`src/hpbp_pkg.sv`:
```
// hpbp_pkg: constants shared by the host-side parallel bus controller
// assumes: single clock domain, synchronous pin inputs
package hpbp_pkg;
   // controller register offsets (word index on the local command port)
   localparam logic [3:0] CMD_OFS    = 4'h0;
   localparam logic [3:0] ADDR_OFS   = 4'h1;
   localparam logic [3:0] WDATA_OFS  = 4'h2;
   localparam logic [3:0] RDATA_OFS  = 4'h3;
   localparam logic [3:0] CFG_OFS    = 4'h4;
   localparam logic [3:0] STAT_OFS   = 4'h5;
   localparam logic [3:0] MASK_OFS   = 4'h6;
   // command register fields
   localparam int CMD_GO_BIT   = 0;
   localparam int CMD_READ_BIT = 1;
   // configuration register fields
   localparam int CFG_MUX_BIT  = 0;
   localparam int CFG_WIDE_BIT = 1;
   localparam int CFG_SEP_BIT  = 2;
   localparam int CFG_IRQPOL_BIT = 3;
   localparam logic [3:0] CFG_RST = 4'h4;
   // status / mask bits
   localparam int ST_DONE_BIT = 0;
   localparam int ST_IRQ_BIT  = 1;
   localparam logic [1:0] MASK_RST = 2'h0;
   // bus phase timing in ns and derived cycle counts at 250 MHz
   localparam int CLK_PERIOD_NS = 4;
   localparam int ALE_NS   = 20;
   localparam int STRB_NS  = 60;
   localparam int HOLD_NS  = 20;
   localparam int ALE_CYC  = (ALE_NS + CLK_PERIOD_NS - 1) / CLK_PERIOD_NS;
   localparam int STRB_CYC = (STRB_NS + CLK_PERIOD_NS - 1) / CLK_PERIOD_NS;
   localparam int HOLD_CYC = (HOLD_NS + CLK_PERIOD_NS - 1) / CLK_PERIOD_NS;
   // bus sequencer states, gray along idle-addr-strobe-hold
   typedef enum logic [1:0] {
      ST_IDLE = 2'b00,
      ST_ADDR = 2'b01,
      ST_STRB = 2'b11,
      ST_HOLD = 2'b10
   } hpbp_state_type;
endpackage

```
`src/hpbp_timer.sv`:
```
// hpbp_timer: loadable down counter marking the end of a bus phase
// assumes: load comes from the sequencer and enable from clk_en, both in the same clock domain
`timescale 1ns/1ps
`default_nettype none
module hpbp_timer #(
   parameter int WIDTH = 5
) (
   input  wire logic             clock,    // system clock
   input  wire logic             reset_n,  // async reset, active low
   input  wire logic             enable,   // clock enable
   input  wire logic             load,     // load a new count
   input  wire logic [WIDTH-1:0] count,    // cycles in the phase, minus one
   output logic                  expired   // phase over
);
   logic [WIDTH-1:0] cnt_r;

   // count down to zero, then hold
   always_ff @(posedge clock or negedge reset_n) begin
      if (!reset_n) begin
         cnt_r <= '0;
      end else if (enable) begin
         if (load) begin
            cnt_r <= count;
         end else if (cnt_r != '0) begin
            cnt_r <= cnt_r - 1'b1;
         end
      end
   end

   // expiry ignores load: the sequencer loads on expiry, so a load term would loop
   assign expired = (cnt_r == '0);
endmodule
`default_nettype wire

```
`src/hpbp_host.sv`:
```
// hpbp_host: host controller that drives the switch's parallel register port
// assumes: device pins sampled synchronously; pads resolve the *_oe_n enables
// Behaviour
// - chip select low during every access
// - separate mode: read or write strobe
// - strobe mode: write data held during strobe
// - direction line marks read or write
// - address valid before ALE falls
`timescale 1ns/1ps
`default_nettype none
module hpbp_host #(
   parameter int AW = 5,
   parameter int DW = 16
) (
   input  wire logic          clock,          // 250 MHz clock
   input  wire logic          reset_n,        // async reset, active low
   input  wire logic          clk_en,         // freezes all state when low
   input  wire logic [3:0]    reg_addr,       // local register index
   input  wire logic [31:0]   reg_wdata,      // local write data
   input  wire logic          reg_wr,         // local write strobe
   input  wire logic          reg_rd,         // local read strobe
   output logic [31:0]        reg_rdata,      // read data, cycle after reg_rd
   output logic               irq,            // controller interrupt, level
   output logic               dev_cs_n,       // chip select to device
   output logic               dev_rd_n,       // read strobe or transfer_strobe
   output logic               dev_wr_n,       // write strobe or direction
   output logic               dev_ale,        // address latch enable
   output logic               dev_reset_n,    // system reset to device
   output logic               bus_width_select, // 0 = 8 bit, 1 = 16 bit
   output logic [AW-1:0]      dev_addr,       // separate address bus
   output logic [DW-1:0]      dev_d_out,      // data bus drive value
   output logic               dev_d_oe_n,     // data drive enable, low drives
   input  wire logic [DW-1:0] dev_d_in,       // data bus sampled
   input  wire logic          interrupt_request_out // device interrupt pin level
);
   hpbp_pkg::hpbp_state_type state_r;
   logic          mux_r, wide_r, sep_r, irqpol_r, read_r, done_r;
   logic [AW-1:0] addr_r;
   logic [DW-1:0] wdata_r, rdata_r;
   logic [1:0]    stat_r, mask_r;
   logic          go, phase_end, tload;
   logic [4:0]    tcount;
   logic          dev_irq, irq_d_r;

   assign go = reg_wr && (reg_addr == hpbp_pkg::CMD_OFS) && reg_wdata[hpbp_pkg::CMD_GO_BIT];

   hpbp_timer #(.WIDTH(5)) u_timer (
      .clock   (clock),
      .reset_n (reset_n),
      .enable  (clk_en),
      .load    (tload),
      .count   (tcount),
      .expired (phase_end)
   );

   // configuration and transfer operands
   always_ff @(posedge clock or negedge reset_n) begin
      if (!reset_n) begin
         {irqpol_r, sep_r, wide_r, mux_r} <= hpbp_pkg::CFG_RST;
         addr_r  <= '0;
         wdata_r <= '0;
         read_r  <= 1'b0;
         mask_r  <= hpbp_pkg::MASK_RST;
      end else if (clk_en && reg_wr) begin
         case (reg_addr)
            hpbp_pkg::CFG_OFS: begin
               // convention bits only change while the bus is idle
               if (state_r == hpbp_pkg::ST_IDLE) begin
                  {irqpol_r, sep_r, wide_r, mux_r} <= reg_wdata[3:0];
               end
            end
            hpbp_pkg::ADDR_OFS:  addr_r  <= reg_wdata[AW-1:0];
            hpbp_pkg::WDATA_OFS: wdata_r <= reg_wdata[DW-1:0];
            hpbp_pkg::MASK_OFS:  mask_r  <= reg_wdata[1:0];
            hpbp_pkg::CMD_OFS: begin
               if (state_r == hpbp_pkg::ST_IDLE) begin
                  read_r <= reg_wdata[hpbp_pkg::CMD_READ_BIT];
               end
            end
            default: ;
         endcase
      end
   end

   // bus sequencer: addr phase (ALE pulse in mux mode), strobe, hold
   always_ff @(posedge clock or negedge reset_n) begin
      if (!reset_n) begin
         state_r <= hpbp_pkg::ST_IDLE;
      end else if (clk_en) begin
         case (state_r)
            hpbp_pkg::ST_IDLE: if (go) state_r <= hpbp_pkg::ST_ADDR;
            hpbp_pkg::ST_ADDR: if (phase_end) state_r <= hpbp_pkg::ST_STRB;
            hpbp_pkg::ST_STRB: if (phase_end) state_r <= hpbp_pkg::ST_HOLD;
            hpbp_pkg::ST_HOLD: if (phase_end) state_r <= hpbp_pkg::ST_IDLE;
            default: state_r <= hpbp_pkg::ST_IDLE;
         endcase
      end
   end

   // phase lengths loaded on each entry; the timer spends one cycle at zero,
   // so each phase loads one less than its length in cycles
   always_comb begin
      tload  = 1'b0;
      tcount = '0;
      case (state_r)
         hpbp_pkg::ST_IDLE: begin
            tload  = go;
            tcount = 5'(hpbp_pkg::ALE_CYC - 1);
         end
         hpbp_pkg::ST_ADDR: begin
            tload  = phase_end;
            tcount = 5'(hpbp_pkg::STRB_CYC - 1);
         end
         hpbp_pkg::ST_STRB: begin
            tload  = phase_end;
            tcount = 5'(hpbp_pkg::HOLD_CYC - 1);
         end
         default: ;
      endcase
   end

   // capture read data at the end of the strobe, while device drives it
   always_ff @(posedge clock or negedge reset_n) begin
      if (!reset_n) begin
         rdata_r <= '0;
      end else if (clk_en && state_r == hpbp_pkg::ST_STRB && phase_end && read_r) begin
         // upper byte only meaningful in 16-bit mode
         rdata_r <= wide_r ? dev_d_in : {{(DW-8){1'b0}}, dev_d_in[7:0]};
      end
   end

   // pin outputs, registered so strobes are glitch free
   always_ff @(posedge clock or negedge reset_n) begin
      if (!reset_n) begin
         dev_cs_n   <= 1'b1;
         dev_rd_n   <= 1'b1;
         dev_wr_n   <= 1'b1;
         dev_ale    <= 1'b0;
         dev_addr   <= '0;
         dev_d_out  <= '0;
         dev_d_oe_n <= 1'b1;
         bus_width_select <= 1'b0;
      end else if (clk_en) begin
         bus_width_select <= wide_r;
         dev_cs_n <= (state_r == hpbp_pkg::ST_IDLE);
         dev_addr <= addr_r;
         // mux: ALE pulses in addr phase; else static level picks convention
         if (mux_r) begin
            dev_ale <= (state_r == hpbp_pkg::ST_ADDR);
         end else begin
            dev_ale <= sep_r;
         end
         if (sep_r) begin
            dev_rd_n <= !(state_r == hpbp_pkg::ST_STRB && read_r);
            dev_wr_n <= !(state_r == hpbp_pkg::ST_STRB && !read_r);
         end else begin
            dev_rd_n <= (state_r != hpbp_pkg::ST_STRB);                   // transfer_strobe
            dev_wr_n <= read_r;
         end
         // drive address in addr phase when muxed; write data through hold
         if (mux_r && state_r == hpbp_pkg::ST_ADDR) begin
            dev_d_out  <= {{(DW-AW){1'b0}}, addr_r};
            dev_d_oe_n <= 1'b0;
         end else if (!read_r && state_r != hpbp_pkg::ST_IDLE) begin
            dev_d_out  <= wdata_r;
            dev_d_oe_n <= 1'b0;
         end else begin
            // release the bus so the device may drive it on reads
            dev_d_oe_n <= 1'b1;
         end
      end
   end

   // device reset follows controller reset; the device stays off the bus
   always_ff @(posedge clock or negedge reset_n) begin
      if (!reset_n) begin
         dev_reset_n <= 1'b0;
      end else if (clk_en) begin
         dev_reset_n <= 1'b1;
      end
   end

   // device interrupt level per configured polarity; open-drain reads low
   assign dev_irq = irqpol_r ? interrupt_request_out : !interrupt_request_out;

   // sticky status, set wins over write-one-to-clear
   always_ff @(posedge clock or negedge reset_n) begin
      if (!reset_n) begin
         stat_r  <= '0;
         irq_d_r <= 1'b0;
         done_r  <= 1'b0;
      end else if (clk_en) begin
         irq_d_r <= dev_irq && dev_reset_n;
         done_r  <= (state_r == hpbp_pkg::ST_HOLD) && phase_end;
         for (int i = 0; i < 2; i++) begin
            if (reg_wr && reg_addr == hpbp_pkg::STAT_OFS && reg_wdata[i]) begin
               stat_r[i] <= 1'b0;
            end
         end
         if (done_r) stat_r[hpbp_pkg::ST_DONE_BIT] <= 1'b1;
         if (dev_irq && dev_reset_n && !irq_d_r) stat_r[hpbp_pkg::ST_IRQ_BIT] <= 1'b1;
      end
   end

   assign irq = |(stat_r & mask_r);

   // local read port, data one cycle after the strobe
   always_ff @(posedge clock or negedge reset_n) begin
      if (!reset_n) begin
         reg_rdata <= '0;
      end else if (clk_en) begin
         reg_rdata <= '0;
         if (reg_rd) begin
            case (reg_addr)
               hpbp_pkg::CMD_OFS:   reg_rdata <= {30'h0, read_r, state_r != hpbp_pkg::ST_IDLE};
               hpbp_pkg::ADDR_OFS:  reg_rdata <= 32'(addr_r);
               hpbp_pkg::WDATA_OFS: reg_rdata <= 32'(wdata_r);
               hpbp_pkg::RDATA_OFS: reg_rdata <= 32'(rdata_r);
               hpbp_pkg::CFG_OFS:   reg_rdata <= {28'h0, irqpol_r, sep_r, wide_r, mux_r};
               hpbp_pkg::STAT_OFS:  reg_rdata <= {30'h0, stat_r};
               hpbp_pkg::MASK_OFS:  reg_rdata <= {30'h0, mask_r};
               default:             reg_rdata <= '0;
            endcase
         end
      end
   end
endmodule
`default_nettype wire

```
`config.mk`:
```
export PLATFORM = sky130hd
export DESIGN_NAME = hpbp_host
export DESIGN_NICKNAME = d
export VERILOG_FILES = /design/src/hpbp_pkg.sv /design/src/hpbp_timer.sv /design/src/hpbp_host.sv
export SDC_FILE = /design/constraint.sdc
export NUM_CORES = 1
export LEC_CHECK = 0
export ABC_AREA = 1
export BUFFER_PORTS_ARGS = -buffer_cell sky130_fd_sc_hd__buf_2
export CAP_MARGIN = 20
export CORE_UTILIZATION = 49
export DETAILED_ROUTE_END_ITERATION = 6
export GPL_TIMING_DRIVEN = 1
export PLACE_DENSITY = 0.76
export SLEW_MARGIN = 20
export SYNTH_ARGS = -nofsm -noshare
export SYNTH_HDL_FRONTEND = slang
export SYNTH_SLANG_ARGS = --single-unit
export TNS_END_PERCENT = 20
```
`constraint.sdc`:
```
create_clock -name clock -period 4.32 [get_ports clock]
set_input_delay 1.296 -clock clock [delete_from_list [all_inputs] [get_ports clock]]
set_output_delay 1.296 -clock clock [all_outputs]
set_load 0.1 [all_outputs]
```
### Word level (Yosys, flattened, before mapping)

Index checks and enable logic that the tools add are counted.

* register bits after elaboration: 115
* output and inout port bits: 61

* add/sub/neg operators: 1
* equal/unequal tests: 14
* muxes and demuxes: 24
* bitwise logic cells: 1
* reduce and logical (&&, ||, !) cells: 43

Operator list (count)
* 16-bit case mux with 7 select lines: 1
* 16-bit 2-to-1 mux: 4
* 1-bit logical AND: 16
* 2-bit AND reduction: 7
* 4-bit by 3-bit equality test with 1-bit output (second input constant): 3
* 1-bit 2-to-1 mux: 10
* 5-bit 2-to-1 mux: 2
* 2-bit != test (second input constant): 5
* 2-bit nonzero test: 5
* 4-bit by 2-bit equality test with 1-bit output (second input constant): 2
* 2-bit 2-to-1 mux: 4
* 2-bit case mux with 4 select lines: 1
* 4-bit case mux with 2 select lines: 1
* 3-bit AND reduction: 2
* 2-bit OR reduction: 3
* 1-bit zero test: 5
* 5-bit zero test: 1
* 5-bit AND reduction: 1
* 5-bit nonzero test: 1
* 5-bit by 1-bit subtractor with 5-bit output (second input constant): 1
* 2-bit equality test (second input constant): 2
* 4-bit by 1-bit equality test with 1-bit output (second input constant): 1
* 4-bit zero test: 1
* 2-bit AND: 1
* other kinds (3): 3

### Depth between registers and ports, before layout

Gate-level depths: netlist (run 1).

* depth in word-level cells: 6
* mapped depth: 9

### Modules after synthesis

Synthesis (run 1) repeated with hierarchy kept, for this count alone.

* cell total of the unflattened synthesis: 545
* area total of the unflattened synthesis: 4668.2 um^2

Modules (own cells, without submodules)
* hpbp_host: times used 1, cells each 499, area each 4319.1 um^2
* hpbp_timer: times used 1, cells each 46, area each 349.1 um^2

### Worst setup path after synthesis (run 1)

OpenSTA, ideal clock, no wires.

* path type: reg-to-output
* from: register stat_r[1]
* to: output irq
* data arrival time: 1104 ps
* setup slack: 1920 ps
* cell stages (with the launch flop): 2
* path through: dfrtp_1 -> a22o_1

* word-level cells in the longest chain between the ends: 2

Ends and longest elaborated chain
* start, declared: line hpbp_host.sv:40 `logic [1:0] stat_r, mask_r;`
* start signal, assigned: line hpbp_host.sv:189 `stat_r <= '0;`
* start signal, assigned by index: line hpbp_host.sv:197 `stat_r[i] <= 1'b0;`
* start signal, assigned by index: line hpbp_host.sv:200 `if (done_r) stat_r[hpbp_pkg::ST_DONE_BIT] <= 1'b1;`
* 2-bit AND: line hpbp_host.sv:205 `assign irq = |(stat_r & mask_r);`
* 2-bit OR reduction: line hpbp_host.sv:205
* end, declared: line hpbp_host.sv:23 `output logic irq,`

No other way between the ends.

### Worst setup path after layout (run 1)

* from: input clk_en
* to: register dev_d_out[2]

* word-level cells in the longest chain between the ends: 1

Ends and longest elaborated chain
* start, declared: line hpbp_host.sv:17 `input wire logic clk_en,`
* 2-bit AND reduction (no line)
* end signal, assigned: line hpbp_host.sv:162 `dev_d_out <= {{(DW-AW){1'b0}}, addr_r};`
* end signal, assigned: line hpbp_host.sv:165 `dev_d_out <= wdata_r;`
* end, declared: line hpbp_host.sv:31 `output logic [DW-1:0] dev_d_out,`

No other way between the ends.
A chain may end at the register's enable or synchronous reset.

==> run summary, run 1 <==
Setup Skew -> 0.0107 ns
Clk_lat worst skew -> 0.36 ns
Die Width -> 98.7 um
Max-cap violations -> 0
Final max-slew violation count -> 0
Top post-synthesis cells by area -> dfrtp_1 51%, nand2_1 15%, nand3_1 4.4%
Cell Rows -> 34
Mean Syn Cell Area -> 8.40 um^2
Fill cells -> 797
Reg power frac -> 0.389
Switch Pwr -> 1.73 mW
Static leakage -> 2.73 nW
Last weighted congestion value of the routability-driven placer -> 0.889
Internal power -> 1.63 mW
CTS Hold Bufs -> 0
H-tree lvl count -> 3
Setup TNS -> 0 ns
Dominant cell type by area after synthesis -> dfrtp_1
Full die area -> 0.00973 mm^2
Crit share post-route -> 0.662
Critical Path Sink Type -> flop
Final Hold Vio Count -> 0
Area Growth Syn to Fin -> 12.2%
Hpwl dp -> 7380 um
Mapped Area -> 0.00458 mm^2
Vias after detailed routing -> 3,719
Status -> completed
FF-to-FF End -> rdata_r[15]
DRC violations left -> 0
Min Tclk post-route -> 2.86 ns
Grt total ovfl -> 0
RSZ-0062 raised after global routing -> no
Antenna diode count -> 0
# resized after CTS -> 0
Fin util -> 0.578
Multi-input logic area -> 0.00174 mm^2
Post-synth ARST share -> 1.00
First-pass detailed-route iteration total -> 5
Measured slew at the worst slew-check pin -> 0.864 ns
First-pass GRT wire length -> 16,400 um
Crit path launch -> clk_en
Most instantiated cells after synthesis -> 178 x nand2_1, 94 x dfrtp_1, 40 x inv_1, 40 x nand3_1, 38 x o21ai_0
CP required -> 4.60 ns
Die Y -> 98.7 um
Count of different cell masters after synthesis -> 33
DR iter-0 viols -> 179
R2R depth -> 7
Core region area -> 0.00889 mm^2
Number of global-route vias before repair -> 3,357
Routed len/inst -> 13.8 um
CTS root buffer -> clkbuf_8
Minimum setup slack among reg-to-reg paths -> 2.16 ns
Setup Viol. Count Final -> 0
Initial antenna violation count -> 0
Switching Share -> 0.514
Ys flop type -> dfrtp_1
Clock share of power -> 0.158
Worst setup SP type -> primary input
Top cell type's share of synthesized area -> 0.514
Post-synth EDFFs -> 0
GRT Resource Usage Total -> 0.214
Peak supply drop -> 369 uV
Hold/Removal Path Class -> flop to flop
Post-CTS setup buffers -> 0
Synthesis-stage register bit count -> 99
CP Max Fanout -> 33
CTS sink cnt -> 99
Max Fclk -> 350 MHz
Port Buf Inserts -> 86
Count leader, synth -> nand2_1
Sequential area share after synthesis -> 0.542
Final #Nets -> 681
R2R Path Start -> u_timer.cnt_r[0]
Crit Path Category -> primary input to flop
Effective utilization at floorplan -> 0.515
Pwr Density -> 655 mW/mm^2
Register clock-pin slew on the reported worst setup and hold paths -> 0.09 ns
Vias per cell -> 5.06
Synth Instances -> 545
Worst path arrival time -> 3.14 ns
Logic pwr share -> 0.453
DRT Wirelength -> 10,100 um
Layout cell share with drive strength beyond 1 -> 0.211
Hold WS -> 0.457 ns
DRT antenna net count -> 0
Critical Path Sink -> dev_d_out[2]
Largest net degree at the start of global routing -> 60
Relative slew slack -> 0.423
I/O pin cnt -> 119
Synth Warn # -> 0
Register area -> 0.00248 mm^2
Inserted Clock Buffers -> 9
CTS max path bufs -> 2
TritonCTS clock tree -> yes
[sequential cells by signal (all words and copies together), names as in the netlist]
signal and cells:
mask_r 2, dev_d_out 16, mux_r 1, wide_r 1, dev_ale 1, stat_r 2
irq_d_r 1, dev_addr 5, irqpol_r 1, dev_d_oe_n 1, dev_cs_n 1, bus_width_select 1
addr_r 5, done_r 1, rdata_r 16, state_r 2, dev_rd_n 1, read_r 1
dev_wr_n 1, wdata_r 16, sep_r 1, dev_reset_n 1, reg_rdata 16, u_timer.cnt_r 5
[power by group through the flow]
stage,logic [mW],clock network (mW),registers [mW]
final,1.52,0.532,1.31
after global routing,1.61,0.584,1.34
after CTS,1.53,0.543,1.31
after detailed placement,1.53,0,1.33
after global placement,1.50,0,1.32
after floorplan,0.517,0,2.07
[worst min path at each step]
stage,from,end,slack (ns),depth (start not counted)
after floorplan,irq_d_r,stat_r[1],0.43,1
after global placement,irq_d_r,stat_r[1],0.44,1
after detailed placement,irq_d_r,stat_r[1],0.45,1
after CTS,irq_d_r,stat_r[1],0.46,1
after global routing,irq_d_r,stat_r[1],0.49,1
final,irq_d_r,stat_r[1],0.46,1
[routing by layer]
metal / GRT usage / routed length, um
met3: 0.0369 / 434
met5: 0 / 0
met4: 0.0666 / 116
met2: 0.330 / 4650
met1: 0.311 / 4930
[area by class of cell]
cell class / count / share of cell area
Clock inverter: 5 / 0.00755
Inverter: 44 / 0.0321
Multi-Input combinational cell: 380 / 0.338
Tap cell: 108 / 0.0263
Clock buffer: 11 / 0.0256
Timing Repair Buffer: 88 / 0.0872
Sequential cell: 99 / 0.483
[stage by stage]
stage                     setup WS, ns  std cells  area [um^2]  power [mW]
final                             1.46        735         5140        3.37
after global routing              1.31        735         5140        3.53
after CTS                         1.50        735         5140        3.38
after detailed placement          1.14        719         4970        2.85
after global placement            1.18        719         4970        2.82
after floorplan                   1.92        560         4630        2.59
[cell usage in the layout, fill, tap and decap left out, types with 2 or more instances in the layout]
| master | n |
|---|---|
| clkbuf_8 | 9 |
| o21ai_1 | 17 |
| conb_1 | 16 |
| a21oi_1 | 14 |
| nor2_2 | 5 |
| inv_2 | 4 |
| o221ai_1 | 2 |
| nand3b_1 | 2 |
| buf_4 | 3 |
| nand3_1 | 40 |
| o211ai_1 | 2 |
| buf_2 | 85 |
| nand2_1 | 178 |
| nand2_2 | 3 |
| dfstp_2 | 5 |
| nor3_1 | 2 |
| dfrtp_1 | 94 |
| clkbuf_1 | 2 |
| a31oi_1 | 6 |
| o31ai_1 | 2 |
| inv_1 | 40 |
| clkinv_4 | 2 |
| nor2_4 | 2 |
| o21ai_2 | 7 |
| o21ai_0 | 38 |
| nor2_1 | 33 |
| nand4_1 | 4 |
[worst max-delay path: stages]
cell and delay, ns:
buf_2 0.34, inv_2 0.36, nor2_4 0.24, nand2_1 0.28
nand2_1 0.37, nor2_1 0.07, a31oi_1 0.15
[cells by family after synthesis]
| kind of cell | count (synthesis) | synth area share |
|---|---|---|
| AOI/OAI and AO/OA | 90 | 0.111 |
| xor gates and xnor gates | 1 | 0.00191 |
| adders and majority gates | 1 | 0.00273 |
| buffers and inverters | 81 | 0.0907 |
| DFF | 99 | 0.542 |
| other | 1 | 0.000819 |
| and+or+nand+nor | 272 | 0.250 |
No activity file was read; power rests on OpenSTA's default activity.
==> run 2, diff against run 1 <==
Settings changed: ABC_AREA 1 to 0, CORE_UTILIZATION 49 to 47.
Clock period 4.32 ns to 2.34 ns, I/O delays scaled along.
==> run summary, run 2 <==
Compound-gate portion of the synthesized area -> 0.146 (was 0.111)
Critical Path Sink Type -> flop (unchanged)
Post-DP Area -> 0.00501 mm^2 (was 0.00497 mm^2)
Worst setup SP type -> flop (was primary input)
Layout cell share with drive strength beyond 1 -> 0.374 (was 0.211)
Vias per cell -> 5.75 (was 5.06)
Min Tclk post-route -> 2.29 ns
Effective utilization at floorplan -> 0.482 (was 0.515)
Mux cell area share after synthesis -> 0.133 (was 0)
Post-synth EDFFs -> 0 (unchanged)
Total power -> 6.43 mW (was 3.37 mW)
Worst path arrival time -> 2.53 ns (was 3.14 ns)
RSZ-0062 raised after global routing -> yes (was no)
Peak supply drop -> 645 uV (was 369 uV)
Measured slew at the worst slew-check pin -> 0.618 ns (was 0.864 ns)
Die Width -> 99.1 um (was 98.7 um)
Number of global-route vias before repair -> 3,206 (was 3,357)
Hold WS -> 0.308 ns (was 0.457 ns)
CTS max path bufs -> 2 (unchanged)
Register clock-pin slew on the reported worst setup and hold paths -> 0.09 ns (about the same)
Post-Synth XOR/XNOR Area -> 0.00198 (was 0.00191)
DRT Wirelength -> 10,400 um (was 10,100 um)
Final #Nets -> 525 (was 681)
Pwr Density -> 1210 mW/mm^2 (was 655 mW/mm^2)
Status -> completed (unchanged)
Synth Instances -> 374 (was 545)
Commonest cells after routing, fill and taps aside -> 94 x dfrtp_1, 85 x buf_2, 39 x mux2_2, 35 x nand2_1, 21 x o21ai_0 (was 178 x nand2_1, 94 x dfrtp_1, 85 x buf_2, 40 x inv_1, 40 x nand3_1)
Dominant cell type by area after synthesis -> dfrtp_1 (unchanged)
Hold/Removal Path Class -> primary input to async pin (was flop to flop)
Area Growth Syn to Fin -> 19.8% (was 12.2%)
Critical path's largest stage delay -> 0.63 ns (was 0.37 ns)
Grt total ovfl -> 0 (unchanged)
CP Max Fanout -> 16 (was 33)
Count of different cell masters after synthesis -> 53 (was 33)
Post-Synth Adder-Cell Area -> 0.00282 (was 0.00273)
H-tree lvl count -> 3 (unchanged)
Clk_lat worst skew -> 0.36 ns (about the same)
Routed len/inst -> 17.8 um (was 13.8 um)
CTS sink cnt -> 99 (unchanged)
Initial antenna violation count -> 0 (unchanged)
Main combinational cell family by area after synthesis -> compound AO/OA/AOI/OAI gates (was simple AND/OR/NAND/NOR gates)
Synth Warn # -> 0 (unchanged)
Setup Viol. Count Final -> 0 (unchanged)
Crit Path Category -> flop to flop (was primary input to flop)
Sequential area share after synthesis -> 0.561 (was 0.542)
Mean Syn Cell Area -> 11.8 um^2 (was 8.40 um^2)
DR iter-0 viols -> 254 (was 179)
Cell chain of the critical path -> inv_1 -> ha_2 -> or4b_1 -> or4_4 -> buf_6 -> nand2_1 -> o21ai_0 (was buf_2 -> inv_2 -> nor2_4 -> nand2_1 -> nand2_1 -> nor2_1 -> a31oi_1)
DRT antenna net count -> 0 (unchanged)
GRT Resource Usage Total -> 0.223 (was 0.214)
Die Y -> 99.1 um (was 98.7 um)
Largest net degree at the start of global routing -> 41 (was 60)
Setup Skew -> 0.00988 ns (was 0.0107 ns)
DRC violations left -> 0 (unchanged)
Max-cap violations -> 0 (unchanged)
I/O pin cnt -> 119 (unchanged)
First-pass GRT wire length -> 16,800 um (was 16,400 um)
Vias after detailed routing -> 3,346 (was 3,719)
Count leader, synth -> dfrtp_1 (was nand2_1)
Top cell type's share of synthesized area -> 0.531 (was 0.514)
Last weighted congestion value of the routability-driven placer -> 0.889 (about the same)
Final WS setup -> 0.0477 ns (was 1.46 ns)
Ys flop type -> dfrtp_1 (unchanged)
Post-synth ARST share -> 1.00 (unchanged)
Relative slew slack -> 0.588 (was 0.423)
Worst-path cell with the longest stage delay -> or4_4 (was nand2_1)
Setup TNS -> 0 ns (unchanged)
Final Non-Filler Cells -> 582 (was 735)
Post-route design area -> 0.00531 mm^2 (was 0.00514 mm^2)
Final max-slew violation count -> 0 (unchanged)
Inserted Clock Buffers -> 9 (unchanged)
CP required -> 2.58 ns (was 4.60 ns)
Cell Rows -> 35 (was 34)
CTS Hold Bufs -> 0 (unchanged)
Most instantiated cells after synthesis -> 94 x dfrtp_1, 39 x mux2_2, 35 x nand2_1, 21 x o21ai_0 (was 178 x nand2_1, 94 x dfrtp_1, 40 x inv_1, 40 x nand3_1, 38 x o21ai_0)
Placed cell count -> 566 (was 719)
CTS root buffer -> clkbuf_8 (unchanged)
Place WS -> 0.0178 ns (was 1.14 ns)
Mapped Area -> 0.00443 mm^2 (was 0.00458 mm^2)
Full die area -> 0.00982 mm^2 (was 0.00973 mm^2)
Top post-synthesis cells by area -> dfrtp_1 53%, mux2_2 9.9%, o2bb2ai_1 3.2% (was dfrtp_1 51%, nand2_1 15%, nand3_1 4.4%)
Core region area -> 0.00920 mm^2 (was 0.00889 mm^2)
First-pass detailed-route iteration total -> 5 (unchanged)
Simple-gate share of the synthesized area -> 0.0952 (was 0.250)
Fin util -> 0.577 (was 0.578)
Antenna diode count -> 0 (unchanged)
Crit share post-route -> 0.980
Max Fclk -> 436 MHz
Hpwl dp -> 7500 um (was 7380 um)
Top Family by Delay on Critical Path -> simple AND/OR/NAND/NOR gates (unchanged)
Final Hold Vio Count -> 0 (unchanged)
TritonCTS clock tree -> yes (unchanged)
Static leakage -> 2.58 nW (was 2.73 nW)
Commonest non-fill, non-tap cell in the layout -> dfrtp_1 (was nand2_1)
Synthesis-stage register bit count -> 99 (unchanged)
Port Buf Inserts -> 86 (unchanged)
CP Buf/Inv Count -> 2 (unchanged)
run 2: cell count changes after synthesis, sizes merged, moves of 27 or more:
cell,delta
nand3,-35
mux2,+43
nand2,-147
nor2,-27
o21ai,-41
inv,-37
run 2: timing repair:
action / CTS / global route
resized for setup: 0 / 2
buffers inserted: 0 / 0
endpoints found under the setup margin: 0 / 8
run 2: routing by layer:
layer  global-route usage  share of wire  wire length, um
met1                0.324           0.44             4610
met2                0.337           0.46             4770
met3               0.0330          0.071              739
met4               0.0939          0.024              252
met5                    0              0                0
run 2: where the power goes:
group          switching (mW)  internal (mW)  total [mW]
clock                   0.577          0.926        1.50
combinational            1.97          0.558        2.53
sequential              0.311           2.08        2.39
run 2: logic make-up (layout without fill, tap and decap cells):
kind of cell | count (synthesis) | after routing
AOI/OAI and AO/OA | 89 | 89
other | 1 | 16
and+or+nand+nor | 83 | 83
adders and majority gates | 1 | 1
xor gates and xnor gates | 1 | 1
muxes | 52 | 52
buffers and inverters | 48 | 130
DFF | 99 | 99
run 2: final timing paths:
| check | startpoint | endpoint | slack (ns) | cells past startpoint |
|---|---|---|---|---|
| worst max-delay path | u_timer.cnt_r[0] | rdata_r[11] | 0.05 | 7 |
| max in group asynchronous | reset_n | sep_r | 1.41 | 2 |
| min in group clock | irq_d_r | stat_r[1] | 0.45 | 1 |
| worst min register to register | irq_d_r | stat_r[1] | 0.45 | 1 |
| worst min-delay path | reset_n | dev_addr[2] | 0.31 | 1 |
| worst max register to register | u_timer.cnt_r[0] | rdata_r[11] | 0.05 | 7 |
run 2: final cells by class:
cell class | count | area, um^2
fill | 773 | 3890
sequential | 99 | 2480
multi-input combinational | 242 | 1740
timing repair buffer | 106 | 624
clock inverter | 7 | 164
tap | 111 | 139
clock buffer | 9 | 124
inverter | 8 | 30.0
run 2: worst reg2reg max path, stage by stage (launching register included):
cell and delay [ns]:
dfrtp_1 0.42, inv_1 0.10, ha_2 0.20, or4b_1 0.48, or4_4 0.63, buf_6 0.20
nand2_1 0.06, o21ai_0 0.08
==> run 3, diff against run 2 <==
Settings changed: ABC_AREA 0 to 1, CORE_UTILIZATION 47 to 48, PLACE_DENSITY 0.76 to 0.77.
==> run summary, run 3 (synthesized netlist as in run 1, its figures left out) <==
Status -> completed (unchanged)
Critical path's largest stage delay -> 0.42 ns (was 0.63 ns)
Hold/Removal Path Class -> primary input to async pin (unchanged)
First-pass GRT wire length -> 16,800 um (about the same)
Pwr Density -> 1220 mW/mm^2 (was 1210 mW/mm^2)
I/O pin cnt -> 119 (unchanged)
CTS sink cnt -> 99 (unchanged)
Die Width -> 99.7 um (was 99.1 um)
R2R depth -> 8 (was 7)
GRT Resource Usage Total -> 0.216 (was 0.223)
Number of global-route vias before repair -> 3,478 (was 3,206)
Final max-slew violation count -> 0 (unchanged)
DRC violations left -> 0 (unchanged)
Critical Path Sink -> irq (was rdata_r[11])
Max-cap violations -> 0 (unchanged)
H-tree lvl count -> 3 (unchanged)
Setup Skew -> 0.0227 ns (was 0.00988 ns)
Routed len/inst -> 13.4 um (was 17.8 um)
Max Fclk -> 484 MHz (was 436 MHz)
Static leakage -> 2.80 nW (was 2.58 nW)
Antenna diode count -> 0 (unchanged)
Switching Share -> 0.509 (was 0.445)
Vias after detailed routing -> 3,778 (was 3,346)
Fill cells -> 833 (was 773)
Cell Rows -> 35 (unchanged)
Vias per cell -> 4.93 (was 5.75)
Logic pwr share -> 0.440 (was 0.394)
TritonCTS clock tree -> yes (unchanged)
M1 wire length -> 5030 um (was 4610 um)
DRT antenna net count -> 0 (unchanged)
Worst path arrival time -> 1.36 ns (was 2.53 ns)
DR WL met2 -> 4620 um (was 4770 um)
Minimum setup slack among reg-to-reg paths -> 0.70 ns (was 0.05 ns)
Final Hold Vio Count -> 0 (unchanged)
CTS Hold Bufs -> 0 (unchanged)
Internal power -> 3.16 mW (was 3.56 mW)
Peak supply drop -> 595 uV (was 645 uV)
CP Max Fanout -> 3 (was 16)
Register clock-pin slew on the reported worst setup and hold paths -> 0.12 ns (was 0.09 ns)
# resized after CTS -> 0 (unchanged)
Largest net degree at the start of global routing -> 45 (was 41)
Grt total ovfl -> 0 (unchanged)
Crit share post-route -> 0.883 (was 0.980)
Post-CTS setup buffers -> 0 (unchanged)
Reg power frac -> 0.376 (was 0.372)
FF-to-FF End -> rdata_r[3] (was rdata_r[11])
RSZ-0062 raised after global routing -> no (was yes)
Clk_lat worst skew -> 0.38 ns (was 0.36 ns)
Setup TNS -> 0 ns (unchanged)
Commonest non-fill, non-tap cell in the layout -> nand2_1 (was dfrtp_1)
Area Growth Syn to Fin -> 15.7% (was 19.8%)
Inserted Clock Buffers -> 9 (unchanged)
CTS max path bufs -> 2 (unchanged)
Port Buf Inserts -> 86 (unchanged)
Critical Path Sink Type -> output pin (was flop)
Worst-path cell with the longest stage delay -> buf_2 (was or4_4)
CTS root buffer -> clkbuf_8 (unchanged)
Commonest cells after routing, fill and taps aside -> 178 x nand2_1, 94 x dfrtp_1, 85 x buf_2, 40 x inv_1, 40 x nand3_1 (was 94 x dfrtp_1, 85 x buf_2, 39 x mux2_2, 35 x nand2_1, 21 x o21ai_0)
DR iter-0 viols -> 262 (was 254)
Met3 WL -> 408 um (was 739 um)
Worst setup SP type -> flop (unchanged)
Clock share of power -> 0.184 (was 0.234)
Top layer in use -> met4 (unchanged)
Fin util -> 0.573 (was 0.577)
Switch Pwr -> 3.28 mW (was 2.86 mW)
Final #Nets -> 691 (was 525)
Layout cell share with drive strength beyond 1 -> 0.226 (was 0.374)
First-pass detailed-route iteration total -> 5 (unchanged)
Setup Viol. Count Final -> 0 (unchanged)
Crit Path Category -> flop to output pin (was flop to flop)
Full die area -> 0.00993 mm^2 (was 0.00982 mm^2)
Hpwl dp -> 7580 um (was 7500 um)
Total power -> 6.45 mW (was 6.43 mW)
CP required -> 1.64 ns (was 2.58 ns)
Crit path launch -> mask_r[0] (was u_timer.cnt_r[0])
Last weighted congestion value of the routability-driven placer -> 0.874 (was 0.889)
Die Y -> 99.7 um (was 99.1 um)
R2R Path Start -> u_timer.cnt_r[0] (unchanged)
Initial antenna violation count -> 0 (unchanged)
Effective utilization at floorplan -> 0.495 (was 0.482)
Min Tclk post-route -> 2.07 ns (was 2.29 ns)
Core region area -> 0.00924 mm^2 (was 0.00920 mm^2)
DRT Wirelength -> 10,300 um (was 10,400 um)
Cell chain of the critical path -> a22o_1 -> buf_2 (was inv_1 -> ha_2 -> or4b_1 -> or4_4 -> buf_6 -> nand2_1 -> o21ai_0)
-- run 3: changes by cell type in the layout (fill, tap and decap cells not counted), moves of 9 or more --
cell,before,now
mux2_2,39,0
a22oi_1,12,0
inv_1,7,40
o2bb2ai_1,16,0
o21ai_0,21,38
o21ai_1,0,17
mux2i_1,9,0
nand3_1,5,40
nor2_1,13,33
nand2_1,35,178
a22o_1,14,1
-- run 3: routing by layer --
metal / up-vias / track usage
li1: 1894 / -
met1: 1754 / 0.313
met2: 112 / 0.329
met3: 18 / 0.0288
met4: 0 / 0.0860
met5: - / 0
-- run 3: how the worst min path moves through the flow --
stage | from | endpoint | slack (ns) | depth (start not counted)
6_report | reset_n | wdata_r[13] | 0.27 | 1
5_1_grt | reset_n | reg_rdata[13] | 0.29 | 1
4_1_cts | reset_n | reg_rdata[13] | 0.28 | 1
3_5_place_dp | irq_d_r | stat_r[1] | 0.44 | 1
3_3_place_gp | irq_d_r | stat_r[1] | 0.43 | 1
2_1_floorplan | reset_n | addr_r[0] | 0.41 | 0
-- run 3: final cells by class --
cell class | count | area [um^2] | share of cell area
clock inverters | 7 | 92.6 | 0.0175
well taps | 129 | 161 | 0.0305
flip-flops and latches | 99 | 2480 | 0.469
repair buffers | 98 | 536 | 0.101
multi-input cells | 380 | 1740 | 0.328
clock buffers | 9 | 124 | 0.0234
inverters | 44 | 165 | 0.0312
-- run 3: critical path, delay by kind of cell (launching register included) --
kind,cells,cell delay [ns]
buffers and inverters,1,0.42
AOI/OAI and AO/OA,1,0.15
DFF,1,0.41
-- run 3: power by group through the flow --
stage                     combinational (mW)  clock (mW)  sequential [mW]
after floorplan                        0.955           0             3.82
final                                   2.84        1.19             2.42
after global routing                    3.02        1.28             2.47
after detailed placement                2.85           0             2.45
after global placement                  2.79           0             2.44
after CTS                               2.85        1.20             2.42
-- run 3: per-stage QoR --
stage | setup WS [ns] | hold WS [ns] | instances | cell area, um^2
2_1_floorplan | 0.534 | 0.406 | 560 | 4630
3_3_place_gp | 0.468 | 0.433 | 750 | 5080
3_5_place_dp | 0.420 | 0.437 | 750 | 5080
4_1_cts | 0.269 | 0.279 | 766 | 5300
5_1_grt | 0.233 | 0.293 | 766 | 5300
6_report | 0.273 | 0.271 | 766 | 5300
